File: src/core/lcs_pkg.sv
// Constants for the LED current setting register bank
`default_nettype none
package lcs_pkg;
	// ----------------------------------------------------------------
	// Register map
	// ----------------------------------------------------------------
	localparam logic [7:0] LCS_OFS_LOW_BATT = 8'h05;
	localparam logic [7:0] LCS_OFS_CH1_FLASH = 8'h06;
	localparam logic [7:0] LCS_OFS_CH1_MASK = 8'h07;
	localparam logic [7:0] LCS_OFS_CH1_TORCH = 8'h08;
	localparam logic [7:0] LCS_OFS_CH2_FLASH = 8'h09;
	localparam logic [7:0] LCS_OFS_CH2_MASK = 8'h0a;
	localparam logic [7:0] LCS_OFS_CH2_TORCH = 8'h0b;
	localparam int LCS_NUM_REGS = 7;
	localparam int LCS_NUM_CH = 2;
	// Index of each channel's flash register within the bank; mask and torch follow
	localparam int LCS_CH_BASE_IDX = 1;
	localparam int LCS_CH_STRIDE = 3;
	// Reset codes, entry 0 is the low battery register
	localparam logic [6:0][5:0] LCS_RST = {6'h04, 6'h28, 6'h28, 6'h04, 6'h28, 6'h28, 6'h10};
	// Writable code bits; upper bits are reserved and read as zero
	localparam logic [6:0][5:0] LCS_MASK = {6'h1f, 6'h3f, 6'h3f, 6'h1f, 6'h3f, 6'h3f, 6'h3f};
	// ----------------------------------------------------------------
	// Current scaling, in units of 0.1 mA
	// ----------------------------------------------------------------
	localparam logic [13:0] LCS_STEP_DMA = 14'h00bb;
	localparam logic [5:0] LCS_FLASH_SAT = 6'h3c;
	localparam logic [4:0] LCS_TORCH_SAT = 5'h10;
	// ----------------------------------------------------------------
	// Mode and pin configuration codes
	// ----------------------------------------------------------------
	localparam logic [2:0] LCS_MODE_STANDBY = 3'h0;
	localparam logic [2:0] LCS_MODE_ASSIST = 3'h2;
	localparam logic [2:0] LCS_MODE_FLASH = 3'h3;
	localparam logic [2:0] LCS_MODE_IND_TO = 3'h4;
	localparam logic [2:0] LCS_MODE_IND_NTO = 3'h5;
	localparam logic [2:0] LCS_MODE_FIX_TORCH = 3'h6;
	localparam logic [1:0] LCS_PIN_HIZ = 2'h0;
	localparam logic [1:0] LCS_PIN_TORCH = 2'h1;
	localparam logic [1:0] LCS_PIN_MASK = 2'h2;
	localparam logic [1:0] LCS_PIN_TORCH_RAW = 2'h3;
	localparam logic [2:0] LCS_LB_OFF = 3'h0;
	// ----------------------------------------------------------------
	// Timing
	// ----------------------------------------------------------------
	localparam int LCS_CLK_PERIOD_NS = 10;
	localparam int LCS_DEGLITCH_MS = 10;
	localparam int LCS_DEGLITCH_CYC = LCS_DEGLITCH_MS * 1000000 / LCS_CLK_PERIOD_NS;
	// Target address on the serial link; value is arbitrary
	localparam logic [6:0] LCS_DEV_ADDR = 7'h30;
	typedef enum logic [2:0] {ST_IDLE, ST_ADDR, ST_PTR, ST_WR, ST_RD, ST_RACK} lcs_state_t;
endpackage
`default_nettype wire

File: src/core/lcs_regs.sv
// LED current setting register bank with serial target and current select
//
// Functional notes
// - Low battery code, bits 5:0, reset 0x10
// - Channel 1 flash code, reset 0x28
// - Channel 1 mask code, reset 0x28
// - Channel 1 torch code, 5 bits, reset 0x04
// - Channel 2 flash code, reset 0x28
// - Channel 2 mask code, reset 0x28
// - Channel 2 torch code, 5 bits, reset 0x04
// - Six-bit current is code times 18.7mA, saturating
// - Torch current steps 18.7mA, saturating at 299.2mA
// - Three-bit output mode decode
// - Multipurpose pin configured by two-bit field
// - Low battery code only when threshold nonzero
`default_nettype none
module lcs_regs
	import lcs_pkg::*;
#(
	parameter int unsigned DEGLITCH_CYC = LCS_DEGLITCH_CYC
)(
	// Clock and reset
	input wire logic clk_sys,
	input wire logic srst,
	// Serial link, open drain data
	input wire logic scl_in,
	input wire logic sda_in,
	output logic sda_out_r,
	output logic sda_oe_r,
	// Configuration from neighbouring registers
	input wire logic [2:0] output_mode_field,
	input wire logic [1:0] pin_cfg_field,
	input wire logic [2:0] low_batt_threshold_field,
	// Pins and analog status
	input wire logic multipurpose_pin_in,
	input wire logic low_batt_detect_in,
	// Current source control
	output logic [5:0] ch1_code_r,
	output logic [5:0] ch2_code_r,
	output logic [13:0] ch1_current_r,
	output logic [13:0] ch2_current_r,
	output logic mask_applied_r,
	output logic low_batt_applied_r
);
	// ----------------------------------------------------------------
	// Link edge and condition detect
	// ----------------------------------------------------------------
	logic scl_q_r;
	logic sda_q_r;
	wire scl_rise = scl_in & ~scl_q_r;
	wire scl_fall = ~scl_in & scl_q_r;
	wire start_c = scl_in & scl_q_r & sda_q_r & ~sda_in;
	wire stop_c = scl_in & scl_q_r & ~sda_q_r & sda_in;

	always_ff @(posedge clk_sys)
	begin
		if (srst)
		begin
			scl_q_r <= 1'b1;
			sda_q_r <= 1'b1;
		end
		else
		begin
			scl_q_r <= scl_in;
			sda_q_r <= sda_in;
		end
	end

	// ----------------------------------------------------------------
	// Register storage
	// ----------------------------------------------------------------
	logic [5:0] code_r [LCS_NUM_REGS];
	logic [7:0] ptr_r;
	logic [7:0] shift_r;
	wire [7:0] ptr_rel = ptr_r - LCS_OFS_LOW_BATT;
	wire ptr_mapped = (ptr_r >= LCS_OFS_LOW_BATT) && (ptr_r <= LCS_OFS_CH2_TORCH);
	wire [2:0] reg_idx = ptr_rel[2:0];
	wire [7:0] rd_byte = ptr_mapped ? {2'b00, code_r[reg_idx]} : 8'h00;
	logic wr_fire;

	genvar g;
	generate
		for (g = 0; g < LCS_NUM_REGS; g++)
		begin : g_reg
			always_ff @(posedge clk_sys)
			begin
				if (srst)
					code_r[g] <= LCS_RST[g];
				else if (wr_fire && reg_idx == 3'(g))
					code_r[g] <= shift_r[5:0] & LCS_MASK[g];
			end
		end
	endgenerate

	// ----------------------------------------------------------------
	// Serial target state machine
	// ----------------------------------------------------------------
	lcs_state_t state_r;
	lcs_state_t state_nxt;
	logic [3:0] bit_cnt_r;
	logic [3:0] bit_cnt_nxt;
	logic ack_phase_r;
	logic ack_phase_nxt;
	logic nack_r;
	logic nack_nxt;
	logic read_dir_r;
	logic read_dir_nxt;
	logic sda_oe_nxt;
	logic [7:0] shift_nxt;
	logic [7:0] ptr_nxt;

	wire byte_done = scl_fall && !ack_phase_r && bit_cnt_r == 4'h8;
	wire rx_state = state_r == ST_ADDR || state_r == ST_PTR || state_r == ST_WR;
	assign wr_fire = state_r == ST_WR && byte_done && ptr_mapped;

	always_comb
	begin
		state_nxt = state_r;
		bit_cnt_nxt = bit_cnt_r;
		ack_phase_nxt = ack_phase_r;
		nack_nxt = nack_r;
		read_dir_nxt = read_dir_r;
		sda_oe_nxt = sda_oe_r;
		shift_nxt = shift_r;
		ptr_nxt = ptr_r;
		if (start_c)
		begin
			state_nxt = ST_ADDR;
			bit_cnt_nxt = 4'h0;
			ack_phase_nxt = 1'b0;
			sda_oe_nxt = 1'b0;
		end
		else if (stop_c)
		begin
			state_nxt = ST_IDLE;
			sda_oe_nxt = 1'b0;
		end
		else if (rx_state && scl_rise && !ack_phase_r && bit_cnt_r != 4'h8)
		begin
			shift_nxt = {shift_r[6:0], sda_in};
			bit_cnt_nxt = bit_cnt_r + 4'h1;
		end
		else if (rx_state && byte_done)
		begin
			ack_phase_nxt = 1'b1;
			sda_oe_nxt = 1'b1;
			bit_cnt_nxt = 4'h0;
			unique case (state_r)
				ST_ADDR:
				begin
					read_dir_nxt = shift_r[0];
					if (shift_r[7:1] != LCS_DEV_ADDR)
					begin
						state_nxt = ST_IDLE;
						ack_phase_nxt = 1'b0;
						sda_oe_nxt = 1'b0;
					end
				end
				ST_PTR: ptr_nxt = shift_r;
				default: ptr_nxt = ptr_r + 8'h01;
			endcase
		end
		else if (rx_state && scl_fall && ack_phase_r)
		begin
			ack_phase_nxt = 1'b0;
			sda_oe_nxt = 1'b0;
			unique case (state_r)
				ST_ADDR:
				begin
					if (read_dir_r)
					begin
						state_nxt = ST_RD;
						shift_nxt = rd_byte;
						sda_oe_nxt = ~rd_byte[7];
						ptr_nxt = ptr_r + 8'h01;
					end
					else
						state_nxt = ST_PTR;
				end
				default: state_nxt = ST_WR;
			endcase
		end
		else if (state_r == ST_RD && scl_fall)
		begin
			if (bit_cnt_r == 4'h7)
			begin
				state_nxt = ST_RACK;
				sda_oe_nxt = 1'b0;
				bit_cnt_nxt = 4'h0;
			end
			else
			begin
				shift_nxt = {shift_r[6:0], 1'b0};
				sda_oe_nxt = ~shift_r[6];
				bit_cnt_nxt = bit_cnt_r + 4'h1;
			end
		end
		else if (state_r == ST_RACK && scl_rise)
			nack_nxt = sda_in;
		else if (state_r == ST_RACK && scl_fall)
		begin
			if (nack_r)
				state_nxt = ST_IDLE;
			else
			begin
				state_nxt = ST_RD;
				shift_nxt = rd_byte;
				sda_oe_nxt = ~rd_byte[7];
				ptr_nxt = ptr_r + 8'h01;
			end
		end
	end

	always_ff @(posedge clk_sys)
	begin
		if (srst)
		begin
			state_r <= ST_IDLE;
			bit_cnt_r <= 4'h0;
			ack_phase_r <= 1'b0;
			nack_r <= 1'b0;
			read_dir_r <= 1'b0;
			sda_oe_r <= 1'b0;
			sda_out_r <= 1'b0;
			shift_r <= 8'h00;
			ptr_r <= 8'h00;
		end
		else
		begin
			state_r <= state_nxt;
			bit_cnt_r <= bit_cnt_nxt;
			ack_phase_r <= ack_phase_nxt;
			nack_r <= nack_nxt;
			read_dir_r <= read_dir_nxt;
			sda_oe_r <= sda_oe_nxt;
			sda_out_r <= 1'b0;
			shift_r <= shift_nxt;
			ptr_r <= ptr_nxt;
		end
	end

	// ----------------------------------------------------------------
	// Multipurpose pin and torch deglitch
	// ----------------------------------------------------------------
	logic [19:0] dg_cnt_r;
	logic torch_filt_r;
	wire dg_differs = multipurpose_pin_in != torch_filt_r;
	wire dg_done = dg_cnt_r == 20'(DEGLITCH_CYC - 1);
	wire transmitter_mask_input = (pin_cfg_field == LCS_PIN_MASK) & multipurpose_pin_in;
	wire torch_act = ((pin_cfg_field == LCS_PIN_TORCH) & torch_filt_r)
		| ((pin_cfg_field == LCS_PIN_TORCH_RAW) & multipurpose_pin_in);
	wire low_batt_act = (low_batt_threshold_field != LCS_LB_OFF) & low_batt_detect_in;

	always_ff @(posedge clk_sys)
	begin
		if (srst)
		begin
			dg_cnt_r <= 20'h0_0000;
			torch_filt_r <= 1'b0;
		end
		else if (!dg_differs)
			dg_cnt_r <= 20'h0_0000;
		else if (dg_done)
		begin
			dg_cnt_r <= 20'h0_0000;
			torch_filt_r <= multipurpose_pin_in;
		end
		else
			dg_cnt_r <= dg_cnt_r + 20'h0_0001;
	end

	// ----------------------------------------------------------------
	// Mode decode and per channel code select
	// ----------------------------------------------------------------
	wire mode_flash = output_mode_field == LCS_MODE_FLASH
		|| output_mode_field == LCS_MODE_IND_TO
		|| output_mode_field == LCS_MODE_IND_NTO;
	wire mode_torch = output_mode_field == LCS_MODE_ASSIST
		|| output_mode_field == LCS_MODE_FIX_TORCH
		|| (output_mode_field == LCS_MODE_STANDBY && torch_act);
	logic [5:0] sel_code [LCS_NUM_CH];
	logic [13:0] sel_cur [LCS_NUM_CH];

	generate
		for (g = 0; g < LCS_NUM_CH; g++)
		begin : g_ch
			localparam int FI = LCS_CH_BASE_IDX + g * LCS_CH_STRIDE;
			wire [5:0] fl_code = transmitter_mask_input ? code_r[FI + 1]
				: low_batt_act ? code_r[0] : code_r[FI];
			wire [4:0] tq_code = code_r[FI + 2][4:0];
			wire [5:0] fl_sat = (fl_code > LCS_FLASH_SAT) ? LCS_FLASH_SAT : fl_code;
			wire [4:0] tq_sat = (tq_code > LCS_TORCH_SAT) ? LCS_TORCH_SAT : tq_code;
			wire [13:0] fl_cur = 14'(fl_sat * LCS_STEP_DMA);
			wire [13:0] tq_cur = 14'(tq_sat * LCS_STEP_DMA);
			assign sel_code[g] = mode_flash ? fl_code : mode_torch ? {1'b0, tq_code} : 6'h00;
			assign sel_cur[g] = mode_flash ? fl_cur : mode_torch ? tq_cur : 14'h0000;
		end
	endgenerate

	always_ff @(posedge clk_sys)
	begin
		if (srst)
		begin
			ch1_code_r <= 6'h00;
			ch2_code_r <= 6'h00;
			ch1_current_r <= 14'h0000;
			ch2_current_r <= 14'h0000;
			mask_applied_r <= 1'b0;
			low_batt_applied_r <= 1'b0;
		end
		else
		begin
			ch1_code_r <= sel_code[0];
			ch2_code_r <= sel_code[1];
			ch1_current_r <= sel_cur[0];
			ch2_current_r <= sel_cur[1];
			mask_applied_r <= mode_flash & transmitter_mask_input;
			low_batt_applied_r <= mode_flash & ~transmitter_mask_input & low_batt_act;
		end
	end

endmodule // lcs_regs
`default_nettype wire

File: config.mk
export PLATFORM = sky130hd
export DESIGN_NAME = lcs_regs
export DESIGN_NICKNAME = d
export VERILOG_FILES = /design/src/core/lcs_pkg.sv /design/src/core/lcs_regs.sv
export SDC_FILE = /design/constraint.sdc
export NUM_CORES = 1
export LEC_CHECK = 0
export BUFFER_PORTS_ARGS = -buffer_cell sky130_fd_sc_hd__buf_2
export CAP_MARGIN = 20
export CELL_PAD_IN_SITES_DETAIL_PLACEMENT = 0
export CELL_PAD_IN_SITES_GLOBAL_PLACEMENT = 2
export CORE_AREA = 5 5 205 207
export DETAILED_ROUTE_END_ITERATION = 10
export DIE_AREA = 0 0 210 212
export PLACE_DENSITY = 0.54
export SYNTH_ARGS = -nofsm -noshare
export SYNTH_HDL_FRONTEND = slang
export SYNTH_SLANG_ARGS = --single-unit
File: constraint.sdc
create_clock -name clk_sys -period 11.5 [get_ports clk_sys]
set_input_delay 1.15 -clock clk_sys [delete_from_list [all_inputs] [get_ports clk_sys]]
set_output_delay 1.15 -clock clk_sys [all_outputs]
set_load 0.01 [all_outputs]
# Word level (Yosys, flattened, before mapping)
# Memory sizes are Yosys's and may differ from the RTL's.
# Cells that the tools add are included.
dict set report classes {
  n_reduce_logical 51
  n_eq_ne 48
  order_cmp 6
  muxes 98
  mul 4
  div 0
  bitwise_logic 36
  shifts 0
  n_addsub 4
}
# cell count
set op_table {}
lappend op_table {{$mux 8} 18}
lappend op_table {{$mux 6} 16}
lappend op_table {{$mux 1} 39}
lappend op_table {{$mux 3} 11}
lappend op_table {{$mul 6x8->14 const B} 2}
lappend op_table {{$mux 14} 2}
lappend op_table {{$mul 5x8->13 const B} 2}
lappend op_table {{$mux 13} 2}
lappend op_table {{$eq 3x3->1 const B} 8}
lappend op_table {{$ne 3x3->1 const B} 8}
lappend op_table {{$logic_and 1x1->1} 22}
lappend op_table {{$add 20x1->20 const B} 1}
lappend op_table {{$eq 20x20->1 const B} 1}
lappend op_table {{$mux 4} 5}
lappend op_table {{$mux 5} 4}
lappend op_table {{$ne 4x4->1 const B} 5}
lappend op_table {{$eq 3x2->1 const B} 6}
lappend op_table {{$pmux 8 s2} 1}
lappend op_table {{$and 1x1->1} 14}
lappend op_table {{$not 1->1} 13}
lappend op_table {{$gt 6x6->1 const B} 2}
lappend op_table {{$reduce_and 6->1} 2}
lappend op_table {{$gt 5x5->1 const B} 2}
lappend op_table {{$reduce_and 10->1} 1}
lappend op_table {{other kinds (36)} 60}
dict set report totals {
  rom_bits 0
  output_inout_bits 44
  elab_cells 267
  ramBits 42
  latch_bits 0
  inputBits 14
  n_memories 1
  ff_bits 92
}
# memory depth word_bits read_ports rd_ports_with_merged_regs wr line
set memory_table {}
lappend memory_table {code_r 7 6 8 0 7 lcs_regs.sv:72} ;# logic [5:0] code_r [LCS_NUM_REGS];

# Logic depth before layout (Yosys ltp)
dict set report depth {
  word_depth 11
  mapped_depth 24
  depth_no_buf 22
}

# Worst setup path after synthesis
# OpenSTA, ideal clock, no wires.
dict set report synth_timing {
  path_type {input-to-reg}
  start {input port pin_cfg_field[0]}
  end {register ch2_current_r[13]}
  path_slack_ns 5.684
  t_arrival_ns 5.754
  path_buffers 3
  cell_stages 22
  path_cell_list {and3b_1 clkbuf_2 buf_4 buf_2 nor2_1 a21oi_1 inv_1 ha_1 o2111ai_1 and2_1 fa_1 ha_1 inv_1 fa_1 inv_1 ha_1 a21o_1 a21oi_1 o21ai_0 a21oi_1 or4b_2 nand3_1}
}
dict set report synth_between {
  elab_chain_cells 7
}
# item line
set synth_rtl {}
lappend synth_rtl {{start, declared} lcs_regs.sv:32} ;# input wire logic [1:0] pin_cfg_field,
lappend synth_rtl {{$eq 2x2->1 *} lcs_regs.sv:249} ;# wire transmitter_mask_input = (pin_cfg_field == LCS_PIN_MASK) & multipurpose_pin_in;
lappend synth_rtl {{$and 1x1->1 *} lcs_regs.sv:249}
lappend synth_rtl {{$mux 6 *} lcs_regs.sv:288} ;# wire [5:0] fl_code = transmitter_mask_input ? code_r[FI + 1]
lappend synth_rtl {{$gt 6x6->1} lcs_regs.sv:291} ;# wire [5:0] fl_sat = (fl_code > LCS_FLASH_SAT) ? LCS_FLASH_SAT : fl_code;
lappend synth_rtl {{$mux 6 *} lcs_regs.sv:291}
lappend synth_rtl {{$mul 6x8->14 *} lcs_regs.sv:293} ;# wire [13:0] fl_cur = 14'(fl_sat * LCS_STEP_DMA);
lappend synth_rtl {{$mux 14 *} lcs_regs.sv:296} ;# assign sel_cur[g] = mode_flash ? fl_cur : mode_torch ? tq_cur : 14'h0000;
lappend synth_rtl {{end signal, assigned} lcs_regs.sv:316} ;# ch2_current_r <= sel_cur[1];
lappend synth_rtl {{end, declared} lcs_regs.sv:41} ;# output logic [13:0] ch2_current_r,
# Every way passes the cells marked *; elsewhere a longest branch is shown, timed or not.
# A chain may end at the register's enable or synchronous reset.

# Worst setup path in the final report
# Same ends and word-level chain as after synthesis.

==> metrics.yaml <==
status: "completed"
yosys.area.top_type_share: 0.186
syn-cell-area_mm2: 0.00989
area_delta_synth_final_pct: 14.2
wirelength_mm: 28.1
clock_sinks: 132
cts_tree: "done"
clkSlewWorstSetupHoldPaths_ns: 0.06
grt_max_degree: 49
placeableCoreArea_mm2: 0.0402
layout-drive-gt1-share: 0.117
hold_start: "dg_cnt_r[0]"
cp-startpoint: "pin_cfg_field[0]"
pre_cts_ws_ns: 4.90
syn_area_per_cell_um2: 9.21
setup_slack_ns: 5.37
place_congestion: 0.757
finalCritPeriodShare: 0.533
crit_slowest_cell: "and3b_1"
cts-root-buf: "clkbuf_16"
synth_flop_cell: "dfxtp_1"
antenna_left: 0
n_antenna_cell: 0
postLayoutCoreUtil: 0.281
drtIter0Drc: 319
slowest_delay_ns: 0.73
synth_seq_area_share: 0.308
critPathMaxFanout: 26
arrival_ns: 6.50
postCtsHoldBufs: 0
h-tree-depth: 4
ir_drop_mv: 0.0849
syn_inst: 1074
cp_data_required_time_ns: 11.87
cts_buffers: 17
power.leakage_nw: 4.77
die_area_mm2: 0.0445
worstHoldPathType: "reg2reg"
synth_top_area_cell: "dfxtp_1"
whs_ns: 0.480
fin_crit_ns: 6.13
async_flop_share: 0
initial_core_util: 0.246
synth_edf_count: 40
clk_latency_ns: 0.43
r2r_start: "code_r[0][4]"
dr.pass1.iters: 5
worstPathCellList: "buf_2 > and3b_1 > nor2_1 > a21oi_1 > inv_1 > ha_1 > o2111ai_1 > and2_1 > fa_1 > ha_1 > inv_1 > fa_1 > inv_1 > ha_1 > a21o_1 > a21oi_1 > o21ai_0 > a21oi_1 > or4b_2 > nand3_1"
wl_per_cell_um: 17.0
synth-warning-count: 0
ys_ff_latch: 132
power_density_mw_per_mm2: 165
cts_setup_buffers: 0
worst_slew_pin_slew_ns: 0.807
fin_setup_tns_ns: 0
finalClockSkew_ns: 0.0119
grt_pass1_vias: 7888
io_buffers: 56
ys_types: 79
placed_cells: 1626
die_h_um: 212
dp_hpwl_mm: 21.6
viasPerCell: 4.51
drc: 0
vias: 7471
cp-start-kind: "primary input"
fmaxAchievable_ghz: 0.163
ys_top_cells_by_area: "dfxtp_1 19%, ha_1 15%, edfxtp_1 12%"
nets: 1280
clock_path_buffers: 2
antenna_found_initial: 0
max-slew-margin-rel: 0.462
grt_use_total: 0.130
drv_slew: 0
cap_violations: 0
finalHoldViolations: 0
grt_remaining_overflow: 0
crit_type: "in2reg"
die_w_um: 210
endpoint_kind: "flip-flop"
grt_pass1_wl_mm: 45.1
top_level_ports: 58
setup_viol: 0
rsz0062_at_grt: "no"
cts_resized: 0
core.rowCount: 74
layoutNonFillerInstCount: 1658
-- per-layer routing --
| layer | global-route usage | vias up | wire, µm |
|---|---|---|---|
| li1 | - | 3809 | - |
| met1 | 0.172 | 3579 | 13800 |
| met2 | 0.218 | 64 | 13300 |
| met3 | 0.0273 | 19 | 655 |
| met4 | 0.0329 | 0 | 382 |
| met5 | 0 | - | 0 |
-- cells in the mapped netlist, types with 5 or more instances --
cell type and count:
xnor2_1 25, or3_1 10, dfxtp_1 92, clkbuf_1 24
a221oi_1 6, a22o_1 11, a211oi_1 15, nor3_1 14
o21a_1 7, nand2_1 71, edfxtp_1 40, fa_1 37
nand2b_1 18, mux2i_1 9, nand4_1 7, xor2_1 34
a21oi_1 65, nand3_1 28, mux4_2 6, o311a_1 5
ha_1 116, and2_1 37, buf_4 5, o22ai_1 15
o21bai_1 7, nor2b_1 13, nor2_1 79, inv_1 113
nor4_1 5, buf_2 11, a21o_1 10, o21ai_0 46
or2_2 7
-- power by group --
group	internal, mW	switching (mW)
sequential	0.515	0.0159
clock	0.337	0.238
combinational	0.309	0.450
total	1.16	0.704
-- flip-flops by register name (all words and copies together), names as in the netlist, 3 cells and up --
signal and cells:
ptr_r 8, ch1_current_r 14, state_r 3, ch1_code_r 6, bit_cnt_r 4, shift_r 8
ch2_code_r 6, ch2_current_r 14, code_r 40, dg_cnt_r 20
-- path summary, 6_finish.rpt --
path,endpoint,slack (ns),cells after the start
setup / recovery,ch2_current_r[13],5.37,20
hold / removal,dg_cnt_r[0],0.48,1
setup reg to reg,ch2_current_r[13],6.25,20
hold reg to reg,dg_cnt_r[0],0.48,1
-- cell type report --
| type | count | area [µm²] |
|---|---|---|
| Inverter | 113 | 424 |
| Multi-Input combinational cell | 786 | 6220 |
| Timing Repair Buffer | 63 | 333 |
| Tap cell | 532 | 666 |
| Fill cell | 4355 | 28900 |
| Sequential cell | 132 | 3040 |
| Clock inverter | 12 | 144 |
| Clock buffer | 20 | 458 |
-- logic make-up (layout without fill, tap and decap cells) --
kind of cell / after synthesis / after routing / share of synthesized area
flip-flops: 132 / 132 / 0.308
multiplexers: 16 / 16 / 0.0239
AND/OR/NAND/NOR: 328 / 328 / 0.180
XOR/XNOR: 59 / 59 / 0.0523
buffers and inverters: 157 / 208 / 0.0638
adder cells (fa/ha/maj): 153 / 153 / 0.222
AO/OA/AOI/OAI: 227 / 227 / 0.149
other: 2 / 3 / 0.000760
-- critical path, delay by kind of cell --
family	cells	cell delay (ns)
AND/OR/NAND/NOR	5	1.86
adder cells (fa/ha/maj)	5	1.85
AO/OA/AOI/OAI	6	1.23
buffers and inverters	4	0.40
-- through the flow --
stage               area [µm²]  total power, mW
detailed placement       10700             1.31
finish                   11300             1.87
floorplan                 9890             1.09
global route             11300             2.02
CTS                      11300             1.91
global placement         10700             1.32
-- cells in the final DEF (no fill, tap or decap), drive strengths merged, types with 9 or more instances in the layout --
cell type    n
a211oi      15
a21o        10
a21oi       65
a22o        11
and2        37
buf         63
clkbuf      20
dfxtp       92
edfxtp      40
fa          37
ha         116
inv        117
mux2i        9
nand2       74
nand2b      19
nand3       28
nor2        80
nor2b       13
nor3        18
o21ai       50
o22ai       15
or3         11
xnor2       25
xor2        34
(Power assumes the default switching activity.)
